$ cat src/rtl/wdt_tb_pkg.sv
// Package for the watchdog, timing chain, time base, clock interval and halt block.
// Assumes a single 100 MHz system clock and synchronous active high reset.
package wdt_tb_pkg;
    // ----------------------------------------
    // Register map
    // ----------------------------------------
    localparam logic [7:0] RTC_CONTROL_ADDR = 8'h09;
    localparam logic [7:0] SECOND_IRQ_CONTROL_ADDR = 8'h1E;
    localparam logic [7:0] WDT_STATUS_ADDR = 8'h40;
    localparam logic [7:0] RTC_CONTROL_RESET = 8'h07;
    localparam int RTC_SEL_LSB = 0;
    localparam int QUICK_START_BIT = 4;
    localparam int TB_ENABLE_BIT = 1;
    localparam int CI_ENABLE_BIT = 2;
    localparam int TB_FLAG_BIT = 5;
    localparam int CI_FLAG_BIT = 6;
    localparam int TO_BIT = 0;
    localparam int PD_BIT = 1;
    localparam int HALT_BIT = 2;
    // ----------------------------------------
    // Timing
    // ----------------------------------------
    localparam int DIVIDER_STAGES = 8;
    localparam int PRESCALER_BITS = 7;
    localparam int CHAIN_BITS = DIVIDER_STAGES + PRESCALER_BITS + 1;
    localparam int INSTR_CLOCK_DIV = 4;
    localparam int WAKE_DELAY_CYCLES = 1024;
    localparam int WDT_MIN_LOG2 = 12;
    localparam int TB_MIN_LOG2 = 12;
    localparam int RTC_MIN_LOG2 = 8;
    localparam int TAP_MIN_LOG2 = 2;
    // ----------------------------------------
    // Source choice and states
    // ----------------------------------------
    localparam logic [1:0] SRC_RC = 2'h0;
    localparam logic [1:0] SRC_INSTR = 2'h1;
    localparam logic [1:0] SRC_RTC = 2'h2;
    typedef enum logic [1:0] {RUN, HALTED, WAKE_DELAY} pwr_state_t;
endpackage : wdt_tb_pkg

$ cat src/rtl/wdt_timebase.sv
// Watchdog, shared timing chain, time base, clock interval timer and halt control.
// Assumes oscillator pins come straight from pads and CPU strobes are on clk_sys_in.
//
// Functional notes
// - Watchdog clocked by option-selected source.
// - Disabled watchdog ignores every related action.
// - RC-source time-out after 2^12 to 2^15.
// - Instruction-clock source stops counting while halted.
// - Overflow when running gives chip reset, sets flag.
// - Overflow while halted gives warm reset only.
// - Reset pin, clear instructions, halt clear count.
// - Single or dual clear mode by option.
// - Chain is 8-stage divider plus 7-bit prescaler.
// - LCD tap 2^2..2^8, buzzer tap 2^2..2^9.
// - Time base period 2^12 to 2^15.
// - Time base sets bit 5, vector 14H.
// - Interval select bits 2..0 give 2^8..2^15.
// - Interval time-out sets bit 6, vector 18H.
// - Halt stops system clock, keeps selected oscillators.
// - Halt clears watchdog, restarts on slow sources.
// - Halt sets power-down flag, clears time-out flag.
// - Leave halt on reset, interrupt, port, overflow.
// - Each port A pin enabled for wake-up by its own option bit.
// - Port or masked interrupt wake resumes next instruction.
// - Flag set before halt cannot wake.
// - Wake-up inserts 1024 system clock delay.
// - Quick-start bit 4 of interval control.
`timescale 1ns/1ps
`default_nettype none
module wdt_timebase #(
    parameter int WDT_DIV_SEL = 0,         // Watchdog divide 2^(12+n), n 0..3.
    parameter int TB_DIV_SEL = 0,          // Time base 2^(12+n), n 0..3.
    parameter int LCD_TAP_SEL = 0,         // LCD tap 2^(2+n), n 0..6.
    parameter int BUZ_TAP_SEL = 0          // Buzzer tap 2^(2+n), n 0..7.
) (
    input wire logic clk_sys_in,           // System clock, 100 MHz.
    input wire logic sys_rst_in,           // Synchronous reset, active high.
    input wire logic wdt_enable_in,        // Option: watchdog enabled.
    input wire logic [1:0] wdt_source_in,  // Option: chain clock source.
    input wire logic clear_mode_dual_in,   // Option: dual clear mode.
    input wire logic [7:0] porta_wake_en_in, // Option: port A wake enables.
    input wire logic rc_osc_in,            // Watchdog RC oscillator pin.
    input wire logic rtc_osc_in,           // Crystal oscillator pin.
    input wire logic external_reset_pin_n_in, // External reset pin, active low.
    input wire logic [7:0] porta_in,       // Port A pins.
    input wire logic watchdog_clear_single_in, // Single clear instruction strobe.
    input wire logic watchdog_clear_first_in,  // First clear instruction strobe.
    input wire logic watchdog_clear_second_in, // Second clear instruction strobe.
    input wire logic halt_in,              // Halt instruction strobe.
    input wire logic other_irq_in,         // Other new interrupt request pulse.
    input wire logic stack_full_in,        // Stack is full.
    input wire logic irq_ack_tb_in,        // Time base request serviced.
    input wire logic irq_ack_ci_in,        // Interval request serviced.
    input wire logic [7:0] reg_addr_in,    // Register address.
    input wire logic [7:0] reg_wdata_in,   // Register write data.
    input wire logic reg_wr_in,            // Register write strobe.
    input wire logic reg_rd_in,            // Register read strobe.
    output logic [7:0] reg_rdata_out,      // Register read data.
    output logic chip_reset_out,           // Full chip reset pulse.
    output logic warm_reset_out,           // Program counter and stack reset pulse.
    output logic sysclk_enable_out,        // System oscillator running.
    output logic cpu_run_out,              // Instruction execution allowed.
    output logic irq_call_out,             // Interrupt call pulse.
    output logic [7:0] irq_vector_out,     // Vector of the call.
    output logic lcd_clk_out,              // LCD clock tap.
    output logic buzzer_out,               // Buzzer tap.
    output logic crystal_quick_start_out   // Crystal quick start control.
);
    // ----------------------------------------
    // Pin synchronisers
    // ----------------------------------------
    logic [1:0] rc_sync, rtc_sync, rst_pin_sync;
    logic [7:0] pa_s1, pa_s2, pa_prev;
    logic rc_prev, rtc_prev;
    always_ff @(posedge clk_sys_in) begin
        rc_sync <= {rc_sync[0], rc_osc_in};
        rtc_sync <= {rtc_sync[0], rtc_osc_in};
        rst_pin_sync <= {rst_pin_sync[0], external_reset_pin_n_in};
        pa_s1 <= porta_in;
        pa_s2 <= pa_s1;
        pa_prev <= pa_s2;
        rc_prev <= rc_sync[1];
        rtc_prev <= rtc_sync[1];
    end
    wire logic pin_reset = ~rst_pin_sync[1];

    // ----------------------------------------
    // Power state
    // ----------------------------------------
    wdt_tb_pkg::pwr_state_t state;
    logic [10:0] wake_cnt;
    logic [1:0] instr_div;
    logic wake_irq_call;
    wire logic halted = (state == wdt_tb_pkg::HALTED);

    // Source tick: one-cycle enable on a rising edge of the chosen source.
    logic src_tick;
    always_comb begin
        case (wdt_source_in)
            wdt_tb_pkg::SRC_RC: src_tick = rc_sync[1] & ~rc_prev;
            wdt_tb_pkg::SRC_RTC: src_tick = rtc_sync[1] & ~rtc_prev;
            // Instruction clock is stopped while halted.
            default: src_tick = (state == wdt_tb_pkg::RUN) && (instr_div == 2'h3);
        endcase
    end
    always_ff @(posedge clk_sys_in) begin
        if (sys_rst_in || state != wdt_tb_pkg::RUN) begin
            instr_div <= 2'h0;
        end else begin
            instr_div <= instr_div + 2'h1;
        end
    end

    // ----------------------------------------
    // Shared timing chain
    // ----------------------------------------
    logic [wdt_tb_pkg::CHAIN_BITS-1:0] chain;
    always_ff @(posedge clk_sys_in) begin
        if (sys_rst_in || pin_reset) begin
            chain <= '0;
        end else if (src_tick) begin
            chain <= chain + 1'b1;
        end
    end
    always_ff @(posedge clk_sys_in) begin
        if (sys_rst_in) begin
            lcd_clk_out <= 1'b0;
            buzzer_out <= 1'b0;
        end else begin
            lcd_clk_out <= chain[wdt_tb_pkg::TAP_MIN_LOG2 - 1 + LCD_TAP_SEL];
            buzzer_out <= chain[wdt_tb_pkg::TAP_MIN_LOG2 - 1 + BUZ_TAP_SEL];
        end
    end
    // A period ends on the tick that takes the low k chain bits from all ones back to zero.
    function automatic logic period_end(input logic [wdt_tb_pkg::CHAIN_BITS-1:0] c, input int k);
        logic [wdt_tb_pkg::CHAIN_BITS-1:0] mask;
        mask = ~({wdt_tb_pkg::CHAIN_BITS{1'b1}} << k);
        period_end = (c & mask) == mask;
    endfunction : period_end

    logic [2:0] rtc_sel;
    wire logic tb_timeout = src_tick && period_end(chain, wdt_tb_pkg::TB_MIN_LOG2 + TB_DIV_SEL);
    wire logic ci_timeout = src_tick && period_end(chain, wdt_tb_pkg::RTC_MIN_LOG2 + int'(rtc_sel));

    // ----------------------------------------
    // Registers
    // ----------------------------------------
    logic quick_start, tb_en, ci_en, tb_flag, ci_flag, to_flag, pd_flag;
    wire logic wr_ctl = reg_wr_in && reg_addr_in == wdt_tb_pkg::RTC_CONTROL_ADDR;
    wire logic wr_irq = reg_wr_in && reg_addr_in == wdt_tb_pkg::SECOND_IRQ_CONTROL_ADDR;
    logic wdt_overflow;
    wire logic full_reset = pin_reset || (wdt_overflow && !halted);
    always_ff @(posedge clk_sys_in) begin
        if (sys_rst_in || full_reset) begin
            rtc_sel <= wdt_tb_pkg::RTC_CONTROL_RESET[2:0];
            quick_start <= 1'b0;
        end else if (wr_ctl) begin
            rtc_sel <= reg_wdata_in[2:0];
            quick_start <= reg_wdata_in[wdt_tb_pkg::QUICK_START_BIT];
        end
    end
    assign crystal_quick_start_out = quick_start;
    // Hardware set wins over software clear or service acknowledge.
    always_ff @(posedge clk_sys_in) begin
        if (sys_rst_in || full_reset) begin
            tb_en <= 1'b0;
            ci_en <= 1'b0;
            tb_flag <= 1'b0;
            ci_flag <= 1'b0;
        end else begin
            if (wr_irq) begin
                tb_en <= reg_wdata_in[wdt_tb_pkg::TB_ENABLE_BIT];
                ci_en <= reg_wdata_in[wdt_tb_pkg::CI_ENABLE_BIT];
            end
            if (tb_timeout) begin
                tb_flag <= 1'b1;
            end else if (irq_ack_tb_in) begin
                tb_flag <= 1'b0;
            end else if (wr_irq) begin
                tb_flag <= reg_wdata_in[wdt_tb_pkg::TB_FLAG_BIT];
            end
            if (ci_timeout) begin
                ci_flag <= 1'b1;
            end else if (irq_ack_ci_in) begin
                ci_flag <= 1'b0;
            end else if (wr_irq) begin
                ci_flag <= reg_wdata_in[wdt_tb_pkg::CI_FLAG_BIT];
            end
        end
    end

    // ----------------------------------------
    // Watchdog
    // ----------------------------------------
    logic first_seen;
    wire logic wd_clr_single = wdt_enable_in && !clear_mode_dual_in && watchdog_clear_single_in;
    wire logic wd_clr_dual = wdt_enable_in && clear_mode_dual_in && first_seen && watchdog_clear_second_in;
    wire logic halt_go = halt_in && state == wdt_tb_pkg::RUN;
    wire logic wd_clear = pin_reset || wd_clr_single || wd_clr_dual || (wdt_enable_in && halt_go);
    always_ff @(posedge clk_sys_in) begin
        if (sys_rst_in || wd_clear || !clear_mode_dual_in || !wdt_enable_in) begin
            first_seen <= 1'b0;
        end else if (watchdog_clear_first_in) begin
            first_seen <= 1'b1;
        end
    end
    logic [wdt_tb_pkg::CHAIN_BITS-1:0] wd_cnt;
    localparam int WD_LOG2 = wdt_tb_pkg::WDT_MIN_LOG2 + WDT_DIV_SEL;
    always_comb begin
        wdt_overflow = wdt_enable_in && src_tick && (&wd_cnt[WD_LOG2-1:0]);
    end
    always_ff @(posedge clk_sys_in) begin
        if (sys_rst_in || wd_clear || wdt_overflow || !wdt_enable_in) begin
            wd_cnt <= '0;
        end else if (src_tick) begin
            wd_cnt <= wd_cnt + 1'b1;
        end
    end
    always_ff @(posedge clk_sys_in) begin
        if (sys_rst_in) begin
            chip_reset_out <= 1'b0;
            warm_reset_out <= 1'b0;
        end else begin
            chip_reset_out <= wdt_overflow && !halted;
            warm_reset_out <= wdt_overflow && halted;
        end
    end
    // Power-up reset clears both flags; pin reset leaves them.
    always_ff @(posedge clk_sys_in) begin
        if (sys_rst_in) begin
            to_flag <= 1'b0;
            pd_flag <= 1'b0;
        end else if (wdt_overflow) begin
            to_flag <= 1'b1;
        end else if (halt_go) begin
            pd_flag <= 1'b1;
            to_flag <= 1'b0;
        end else if (wd_clr_single) begin
            pd_flag <= 1'b0;
        end
    end

    // ----------------------------------------
    // Halt and wake-up
    // ----------------------------------------
    logic tb_pre, ci_pre;
    wire logic port_wake = |(pa_prev & ~pa_s2 & porta_wake_en_in);
    wire logic tb_wake = tb_timeout && !tb_pre;
    wire logic ci_wake = ci_timeout && !ci_pre;
    wire logic irq_wake = tb_wake || ci_wake || other_irq_in;
    wire logic service = (tb_wake && tb_en) || (ci_wake && ci_en);
    always_ff @(posedge clk_sys_in) begin
        if (sys_rst_in) begin
            state <= wdt_tb_pkg::RUN;
            wake_cnt <= '0;
            wake_irq_call <= 1'b0;
            tb_pre <= 1'b0;
            ci_pre <= 1'b0;
        end else begin
            case (state)
                wdt_tb_pkg::RUN: begin
                    if (halt_go) begin
                        state <= wdt_tb_pkg::HALTED;
                        tb_pre <= tb_flag;
                        ci_pre <= ci_flag;
                    end
                end
                wdt_tb_pkg::HALTED: begin
                    if (pin_reset || wdt_overflow || port_wake || irq_wake) begin
                        state <= wdt_tb_pkg::WAKE_DELAY;
                        wake_cnt <= 11'(wdt_tb_pkg::WAKE_DELAY_CYCLES - 1);
                        wake_irq_call <= irq_wake && service && !stack_full_in && !port_wake;
                    end
                end
                wdt_tb_pkg::WAKE_DELAY: begin
                    if (wake_cnt == '0) begin
                        state <= wdt_tb_pkg::RUN;
                    end else begin
                        wake_cnt <= wake_cnt - 11'h001;
                    end
                end
                default: state <= wdt_tb_pkg::RUN;
            endcase
        end
    end
    assign sysclk_enable_out = !halted;
    assign cpu_run_out = state == wdt_tb_pkg::RUN;

    // Interrupt call after the delay, or on a fresh enabled request when running.
    wire logic run_call = state == wdt_tb_pkg::RUN && !stack_full_in && ((tb_timeout && tb_en) || (ci_timeout && ci_en));
    wire logic delay_done = state == wdt_tb_pkg::WAKE_DELAY && wake_cnt == '0 && wake_irq_call;
    always_ff @(posedge clk_sys_in) begin
        if (sys_rst_in) begin
            irq_call_out <= 1'b0;
            irq_vector_out <= 8'h00;
        end else begin
            irq_call_out <= run_call || delay_done;
            if (tb_flag && tb_en || tb_timeout && tb_en) begin
                irq_vector_out <= 8'h14;
            end else begin
                irq_vector_out <= 8'h18;
            end
        end
    end

    // ----------------------------------------
    // Read port
    // ----------------------------------------
    always_ff @(posedge clk_sys_in) begin
        if (sys_rst_in || !reg_rd_in) begin
            reg_rdata_out <= 8'h00;
        end else begin
            case (reg_addr_in)
                wdt_tb_pkg::RTC_CONTROL_ADDR: reg_rdata_out <= {3'h0, quick_start, 1'b0, rtc_sel};
                wdt_tb_pkg::SECOND_IRQ_CONTROL_ADDR: reg_rdata_out <= {1'b0, ci_flag, tb_flag, 2'h0, ci_en, tb_en, 1'b0};
                wdt_tb_pkg::WDT_STATUS_ADDR: reg_rdata_out <= {5'h00, halted, pd_flag, to_flag};
                default: reg_rdata_out <= 8'h00;
            endcase
        end
    end

    // ----------------------------------------
    // Checks
    // ----------------------------------------
    a_halt_sets_pd: assert property (@(posedge clk_sys_in) disable iff (sys_rst_in)
        halt_go && !wdt_overflow |=> pd_flag && !to_flag) else $error("halt flags wrong");

    a_run_overflow_reset: assert property (@(posedge clk_sys_in) disable iff (sys_rst_in)
        wdt_overflow && !halted |=> chip_reset_out && to_flag) else $error("no chip reset");

    a_halt_overflow_warm: assert property (@(posedge clk_sys_in) disable iff (sys_rst_in)
        wdt_overflow && halted |=> warm_reset_out && !chip_reset_out) else $error("no warm reset");

    a_disabled_no_reset: assert property (@(posedge clk_sys_in) disable iff (sys_rst_in)
        !wdt_enable_in |=> !chip_reset_out && !warm_reset_out) else $error("disabled watchdog acted");

    a_wake_delay_len: assert property (@(posedge clk_sys_in) disable iff (sys_rst_in)
        $rose(state == wdt_tb_pkg::WAKE_DELAY) |-> !cpu_run_out [*8]) else $error("wake too early");

    a_halt_stops_clock: assert property (@(posedge clk_sys_in) disable iff (sys_rst_in)
        halt_go |=> !sysclk_enable_out) else $error("clock not stopped");

    a_halt_clears_wdt: assert property (@(posedge clk_sys_in) disable iff (sys_rst_in)
        halt_go && wdt_enable_in |=> wd_cnt == '0) else $error("watchdog not cleared");

    a_tb_flag_sets: assert property (@(posedge clk_sys_in) disable iff (sys_rst_in || full_reset)
        tb_timeout |=> tb_flag) else $error("time base flag missing");
endmodule : wdt_timebase
`default_nettype wire

$ cat config.mk
export PLATFORM = sky130hd
export DESIGN_NAME = wdt_timebase
export DESIGN_NICKNAME = d
export VERILOG_FILES = /design/src/rtl/wdt_tb_pkg.sv /design/src/rtl/wdt_timebase.sv
export SDC_FILE = /design/constraint.sdc
export NUM_CORES = 1
export LEC_CHECK = 0
export BUFFER_PORTS_ARGS = -buffer_cell sky130_fd_sc_hd__buf_2
export CAP_MARGIN = 0
export CORE_MARGIN = 2
export CORE_UTILIZATION = 45
export CTS_BUF_LIST = sky130_fd_sc_hd__clkbuf_4 sky130_fd_sc_hd__clkbuf_8 sky130_fd_sc_hd__clkbuf_16
export DETAILED_ROUTE_END_ITERATION = 16
export GPL_TIMING_DRIVEN = 1
export PLACE_DENSITY = 0.65
export SYNTH_ARGS = -nofsm -noshare
export SYNTH_HDL_FRONTEND = slang
export SYNTH_SLANG_ARGS = --single-unit
$ cat constraint.sdc
create_clock -name clk_sys_in -period 2.5 [get_ports clk_sys_in]
set_input_delay 0 -clock clk_sys_in [delete_from_list [all_inputs] [get_ports clk_sys_in]]
set_output_delay 0 -clock clk_sys_in [all_outputs]
set_load 0.05 [all_outputs]
==> reports/results.tsv, run 1 <==
stage	metric	value	unit
sta	final-report setup violation count	0	
global_route	number of global-route vias before repair	3010	
sta	pin slew with the least headroom to its limit	0.596	ns
sta	ratio of final minimum period to clock period	0.866	
sta	final hold violation count	0	
synth	count of distinct cell types in the synthesized netlist	57	
layout	Area Growth Syn to Fin	22.7	%
worst_setup_path	cells along the critical path	ha_1, and4_1, o311ai_2, buf_4, nor4_4, o21ai_2, buf_4, a31oi_1	
worst_setup_path	launching point of the worst reg2reg path	chain[0]$_SDFFE_PP0N_	
routing	Vias/cell	4.97	
sta	highest clock rate	462	MHz
worst_setup_path	WP data arrival	2.45	ns
floorplan	row count	33	
floorplan	die height	96.9	um
placement	HPWL after DPL	5730	um
routing	router iterations before antenna repair	5	
layout	area used by sequential logic in the layout	0.00202	mm2
synth	synthesized instance count	396	
routing	sum of routed wire length over all layers	7980	um
worst_setup_path	cell repeated most along the worst path	buf_4	
worst_setup_path	maximum fanout count along the critical path	12	
layout	final core utilization	0.574	
clock_network	number of H-tree branching levels	3	
sta	final sum of negative setup slack	0	ns
floorplan	area inside the core boundary	0.00830	mm2
floorplan	die outline width	96.9	um
layout	Filler Cells Inserted	725	
worst_setup_path	Worst Path Buf+Inv	2	
worst_setup_path	critical setup path kind	reg2reg	
routing	remaining number of nets flagged by the antenna check after routing	0	
synth	average instance area after synthesis	9.80	um2
synth	Post-Syn Area	0.00388	mm2
sta	Slew Limit Fails	0	
clock_network	CTS tree	done	
synth	post-synthesis sequential element count	101	
sta	Final min period	2.16	ns
synth	number of enable-type register cells in the synthesized netlist	0	
placement	Placer Congestion	0.814	
sta	remaining max-slew budget at the tightest pin	0.602	
routing	Wirelength per Cell	13.2	um
hold_path	class of the worst hold path	in2reg	
job	number of max-cap violations	0	
layout	leading cell type in the layout, fill and taps excluded	dfxtp_1	
worst_setup_path	critical path endpoint category	register	
synth	number of warning messages in the yosys log	0	
layout	commonest cells after routing, fill and taps aside	101 x dfxtp_1, 65 x buf_2, 43 x nand2_1	
worst_setup_path	Worst Setup Start Kind	register	
synth	sequential-to-total area share from yosys stat	0.521	
pwr	total power per unit cell area	643	mW/mm2
run_status	status	complete, no violations	
sta	unrepaired setup endpoints after global routing	no	
layout	ant diodes	0	
clock_network	post-CTS setup repair buffer count	0	
clock_network	Num Clock Sinks	101	
layout	post-layout net count	549	
clock_network	number of buffers between clock root and the deepest sink	2	
worst_setup_path	slowest library cell on the worst path	dfxtp_1	
worst_setup_path	reg-to-reg critical path endpoint	wake_cnt[0]$_SDFFE_PP0P_	
worst_setup_path	worst reg2reg path depth	8	
clock_network	clock latency on the worst-skew pair	0.37	ns
clock_network	TritonCTS buffer count	9	
clock_network	clock transition at the registers of the reported paths	0.11	ns
synth	Synth async-reset ratio	0	
worst_setup_path	reg-to-reg setup timing slack	0.34	ns
worst_setup_path	required arrival time at the worst endpoint	2.79	ns
worst_setup_path	beginning of the critical path	chain[0]$_SDFFE_PP0N_	
layout	Finished Layout Cells	604	
global_route	aggregate global routing overflow	0	
routing	DRC Markers	0	
sta	Final Skew	0.0176	ns
global_route	first-pass GRT wire length	13700	um
worst_setup_path	critical path's largest stage delay	0.43	ns
clock_network	clock tree root buffer cell	clkbuf_8	
layout	multi-input combinational cell area	0.00173	mm2
routing	First DRT Iteration DRCs	142	
worst_setup_path	Critical Path Sink	wake_cnt[0]$_SDFFE_PP0P_	
pwr	Pleak	0.00185	uW
worst_setup_path	logic depth of the worst setup path including buffers	8	
worst_setup_path	Largest delay share family, worst path	simple AND/OR/NAND/NOR gates	
global_route	global-route usage over all layers	0.177	
synth	most frequently used flop master after synthesis	dfxtp_1	
pwr	peak ir drop on the vdd network	0.439	mV
floorplan	initial core utilization	0.468	
routing	overall via count from detail_route	3003	
global_route	antenna violations before repair	0	
global_route	largest net degree at the start of global routing	25	
layout	share of final-layout standard cells stronger than drive strength 1	0.222	
floorplan	area of the die	0.00938	mm2
placement	Port Buffers	65	
floorplan	io pins	75	
placement	# placed instances	563	
[worst min-delay path, stage by stage]
cell     delay, ns
buf_2         0.12
nand3_1       0.09
a32oi_1       0.06
nor2_1        0.08
[synth_stat cells, types with 3 or more instances]
| library cell | number | area [um2] |
|---|---|---|
| and3_1 | 6 | 37.5 |
| or3_1 | 7 | 43.8 |
| xor2_1 | 15 | 131 |
| nand3_1 | 19 | 95.1 |
| o21ai_0 | 8 | 40.0 |
| inv_1 | 12 | 45.0 |
| nor4_1 | 5 | 31.3 |
| o22ai_1 | 4 | 25.0 |
| buf_1 | 3 | 11.3 |
| buf_4 | 9 | 67.6 |
| a21oi_2 | 10 | 87.6 |
| ha_1 | 4 | 50.1 |
| nand2b_1 | 5 | 31.3 |
| nand2_1 | 43 | 161 |
| nand4_1 | 10 | 62.6 |
| nor2_1 | 42 | 158 |
| nor2b_1 | 11 | 68.8 |
| xnor2_1 | 13 | 114 |
| mux2i_1 | 3 | 30.0 |
| nor4_2 | 3 | 37.5 |
| nor3_1 | 4 | 20.0 |
| dfxtp_1 | 101 | 2020 |
| o21a_1 | 3 | 22.5 |
| a21oi_1 | 13 | 65.1 |
[metrics by stage]
stage	total power [uW]	instance area [um2]	hold slack, ns	worst slack [ns]
finish	3060	4760	0.0188	0.336
global route	3210	4760	0.0231	0.149
CTS	3090	4760	0.00159	0.339
detailed placement	2040	4300	0.104	0.369
global placement	2030	4300	0.103	0.426
floorplan	1950	3900	0.0277	0.420
[sequential cells by signal (all words and copies together), names as in the netlist, 2 cells and up]
name	count
rc_sync	2
chain	15
irq_vector_out	3
pa_s1	8
rst_pin_sync	2
wd_cnt	12
reg_rdata_out	6
pa_prev	8
pa_s2	8
state	2
instr_div	2
wake_cnt	11
rtc_sel	3
rtc_sync	2
[worst min path at each step]
stage,startpoint,end,cells past startpoint
finish,wdt_enable_in,pd_flag$_SDFFE_PP0P_,4
CTS,wdt_enable_in,pd_flag$_SDFFE_PP0P_,4
global route,stack_full_in,irq_call_out$_SDFF_PP0_,3
detailed placement,porta_in[1],pa_s1[1]$_DFF_P_,1
floorplan,porta_in[0],pa_s1[0]$_DFF_P_,0
global placement,porta_in[5],pa_s1[5]$_DFF_P_,1
[power breakdown]
group | internal [uW] | switching, uW | total, uW
registers | 1670 | 37.1 | 1710
clock network | 403 | 633 | 1040
logic | 134 | 187 | 321
total | 2210 | 857 | 3060
[cell families (layout without fill, tap and decap cells)]
kind of cell | after synthesis | after routing | share of synthesized area
AND/OR/NAND/NOR | 172 | 172 | 0.245
adder cells (fa/ha/maj) | 4 | 4 | 0.0129
buffers and inverters | 28 | 125 | 0.0400
AO/OA/AOI/OAI | 59 | 59 | 0.109
flip-flops | 101 | 101 | 0.521
XOR/XNOR | 28 | 28 | 0.0632
other | 1 | 7 | 0.000967
multiplexers | 3 | 3 | 0.00774
[layout make-up]
| cell class | count | share of cell area |
|---|---|---|
| Multi-Input combinational cell | 273 | 0.362 |
| Timing Repair Buffer | 97 | 0.132 |
| Inverter | 12 | 0.00946 |
| Sequential cell | 101 | 0.425 |
| Tap cell | 105 | 0.0276 |
| Clock inverter | 7 | 0.0181 |
| Clock buffer | 9 | 0.0260 |
[per-layer routing]
metal / track usage / vias up / wire length, um
met5: 0 / - / 0
met4: 0.0813 / 0 / 140
met3: 0.0354 / 14 / 293
met2: 0.291 / 57 / 3850
met1: 0.225 / 1365 / 3700
li1: - / 1567 / -
[what timing repair did]
| action | 4_1_cts | 5_1_grt |
|---|---|---|
| resized for setup | 0 | 0 |
| endpoints found under the hold margin | 23 | 0 |
| endpoints found under the setup margin | 0 | 0 |
| hold buffers | 25 | 0 |
Note: power is estimated with default switching activity, not from simulation.
==> run 2: changes to the inputs <==
Settings changed: ABC_AREA set to 1.
Clock period 2.5 ns to 2.3 ns, I/O delays scaled along.
==> run 2 against run 1 <==
Against the previous run: utilization is 0.86 points lower; global-route usage about the same; clock power rose by 4%; flip-flop and latch count unchanged; first-iteration DRC count is 18% lower; synthesized cell count increased by 30%; final cell count is 20% higher; hold slack got worse by 0.0089 ns; combinational power increased by 27%; critical endpoint is now irq_vector_out[2]$_SDFF_PP0_; largest cell class unchanged; largest power group unchanged.
==> reports/results.tsv, run 2 <==
stage	metric	value	unit
synth	sequential-to-total area share from yosys stat	0.490	
synth	number of warning messages in the yosys log	0	
layout	post-layout net count	665	
job	number of max-cap violations	0	
layout	commonest cells after routing, fill and taps aside	101 x dfxtp_1, 87 x nand2_1, 66 x inv_1	
sta	Final min period	1.97	ns
sta	ratio of final minimum period to clock period	0.857	
synth	synthesized instance count	514	
routing	Wirelength per Cell	11.5	um
global_route	first-pass GRT wire length	14300	um
floorplan	row count	34	
layout	area used by sequential logic in the layout	0.00202	mm2
clock_network	number of gates given a new drive strength after cts	0	
layout	largest registers	chain (15), wd_cnt (12), wake_cnt (11)	
layout	multi-input combinational cell area	0.00178	mm2
worst_setup_path	critical path endpoint category	register	
synth	most frequently used flop master after synthesis	dfxtp_1	
hold_path	cell depth of the worst min-delay path	4	
sta	pin slew with the least headroom to its limit	0.669	ns
layout	Area Growth Syn to Fin	20.7	%
synth	post-synthesis sequential element count	101	
pwr	peak ir drop on the vdd network	0.398	mV
hold_path	worst hold start	wdt_source_in[0]	
synth	Post-Syn Area	0.00412	mm2
synth	dominant cell type by area after synthesis	dfxtp_1	
floorplan	die outline width	99.7	um
global_route	number of global-route vias before repair	3241	
floorplan	io pins	75	
floorplan	initial core utilization	0.468	
layout	Filler Cells Inserted	812	
global_route	global-route usage over all layers	0.177	
clock_network	Num Clock Sinks	101	
floorplan	die height	99.7	um
synth	share of the synthesized area in the top cell type	0.490	
synth	count of distinct cell types in the synthesized netlist	41	
layout	share of final-layout standard cells stronger than drive strength 1	0.181	
clock_network	clock transition at the registers of the reported paths	0.09	ns
sta	final hold violation count	0	
synth	number of enable-type register cells in the synthesized netlist	0	
synth	library cell with the highest instance count after synthesis	dfxtp_1	
worst_setup_path	critical setup path kind	reg2reg	
synth	Adder-Cell Fraction of Synth Area	0.0121	
layout	leading cell type in the layout, fill and taps excluded	dfxtp_1	
worst_setup_path	WP data arrival	2.28	ns
routing	overall via count from detail_route	3460	
routing	sum of routed wire length over all layers	8320	um
run_status	status	complete, no violations	
global_route	antenna violations before repair	0	
sta	final sum of negative setup slack	0	ns
layout	max reg flops	15	
floorplan	area of the die	0.00995	mm2
floorplan	area inside the core boundary	0.00881	mm2
placement	# placed instances	682	
clock_network	CTS tree	done	
sta	unrepaired setup endpoints after global routing	no	
worst_setup_path	maximum fanout count along the critical path	5	
hold_path	hold endpoint	chain[6]$_SDFFE_PP0N_	
synth	average instance area after synthesis	8.02	um2
synth	Synth async-reset ratio	0	
synth	top post-synthesis cells by area	dfxtp_1 49%, nand2_1 7.9%, inv_1 6.0%	
synth	share of cell area taken by muxes after synthesis	0	
hold_path	class of the worst hold path	in2reg	
layout	Finished Layout Cells	722	
clock_network	clock latency on the worst-skew pair	0.36	ns
worst_setup_path	required arrival time at the worst endpoint	2.61	ns
layout	register with the most flip-flops	chain	
synth	most used standard cells in the synthesized netlist	101 x dfxtp_1, 87 x nand2_1, 66 x inv_1, 53 x nor2_1, 38 x a21oi_1	
routing	router iterations before antenna repair	4	
synth	largest family of logic cells by synthesized area	simple AND/OR/NAND/NOR gates	
synth	compound-cell area share of the yosys netlist	0.0934	
worst_setup_path	Worst Setup Start Kind	register	
sta	highest clock rate	508	MHz
sta	remaining max-slew budget at the tightest pin	0.550	
worst_setup_path	reg-to-reg critical path endpoint	irq_vector_out[2]$_SDFF_PP0_	
clock_network	clock tree root buffer cell	clkbuf_8	
synth	Post-Synth Simple-Gate Area	0.285	
clock_network	number of buffers between clock root and the deepest sink	2	
layout	ant diodes	0	
routing	Vias/cell	4.79	
worst_setup_path	reg-to-reg setup timing slack	0.33	ns
clock_network	number of H-tree branching levels	3	
sta	final-report setup violation count	0	
sta	Slew Limit Fails	0	
pwr	total power per unit cell area	672	mW/mm2
clock_network	TritonCTS buffer count	9	
routing	remaining number of nets flagged by the antenna check after routing	0	
clock_network	post-CTS setup repair buffer count	0	
worst_setup_path	worst reg2reg path depth	9	
sta	Final Skew	0.00894	ns
placement	HPWL after DPL	6040	um
worst_setup_path	launching point of the worst reg2reg path	chain[0]$_SDFFE_PP0N_	
global_route	largest net degree at the start of global routing	21	
pwr	Pleak	0.00214	uW
placement	Placer Congestion	0.840	
routing	First DRT Iteration DRCs	116	
placement	Port Buffers	65	
global_route	aggregate global routing overflow	0	
synth	Post-Synth XOR/XNOR Area	0.0340	
routing	DRC Markers	0	
-- run 2: changes by cell type after synthesis, moves of 9 or more --
cell,before,now
nand3_1,19,31
nor2_1,42,53
inv_1,12,66
a21oi_1,13,38
o21ai_0,8,18
a21oi_2,10,0
nor3_1,4,13
nor2b_1,11,0
xnor2_1,13,2
nand2_1,43,87
-- run 2: cell type report --
cell class,instances,share of cell area
well taps,108,0.0271
flip-flops and latches,101,0.406
inverters,68,0.0513
multi-input cells,336,0.357
clock buffers,10,0.0264
clock inverters,5,0.0106
repair buffers,94,0.122
-- run 2: worst max path at each step --
stage               cells past startpoint                                    to                  start
floorplan                              11               wd_cnt[11]$_SDFFE_PP0N_  state[0]$_SDFFE_PP0P_
global placement                        8                chain[14]$_SDFFE_PP0N_  chain[0]$_SDFFE_PP0N_
detailed placement                      9          irq_vector_out[2]$_SDFF_PP0_  chain[0]$_SDFFE_PP0N_
CTS                                     7  crystal_quick_start_out$_SDFFE_PP0P_         reg_addr_in[7]
global route                            9          irq_vector_out[2]$_SDFF_PP0_  chain[0]$_SDFFE_PP0N_
finish                                  9          irq_vector_out[2]$_SDFF_PP0_  chain[0]$_SDFFE_PP0N_
-- run 2: cells by family after synthesis --
family | count (synthesis)
DFF | 101
adders and majority gates | 4
AOI/OAI and AO/OA | 70
other | 1
buffers and inverters | 83
xor gates and xnor gates | 16
and+or+nand+nor | 239
-- run 2: critical path, stage by stage, from the launching register on --
cell and delay (ns):
dfxtp_1 0.36, ha_1 0.20, inv_1 0.06, nor3_1 0.28, nand4_1 0.21, nor2_1 0.27, inv_1 0.16, a21oi_1 0.24
inv_1 0.06, nor2_1 0.07
-- run 2: per-stage QoR --
stage | utilization | hold slack [ns] | instance area, um2 | total power, uW | worst slack (ns)
2_1_floorplan | - | 0.0277 | 4150 | 2170 | 0.516
5_1_grt | 0.565 | 0.0199 | 4980 | 3500 | 0.0575
4_1_cts | 0.565 | 0.0000679 | 4980 | 3370 | 0.340
3_5_place_dp | 0.516 | 0.104 | 4540 | 2280 | 0.367
6_report | 0.565 | 0.00985 | 4980 | 3340 | 0.330
3_3_place_gp | 0.516 | 0.102 | 4540 | 2270 | 0.425
-- run 2: routing by layer --
metal,global-route usage,part of all wire,vias to the layer above
met1,0.234,0.49,1524
li1,-,-,1846
met5,0,0,-
met2,0.289,0.44,78
met4,0.0495,0.015,0
met3,0.0464,0.049,12
-- run 2: what timing repair did --
item                                    in CTS  in global routing
endpoints found under the hold margin       27                  0
endpoints found under the setup margin       0                  0
hold buffers                                25                  0
-- run 2: where the power goes --
part           internal (uW)  leakage (uW)  total, uW  switching, uW
clock network            504     0.0000953       1080            573
registers               1820      0.000830       1860           40.5
logic                    154       0.00122        407            253
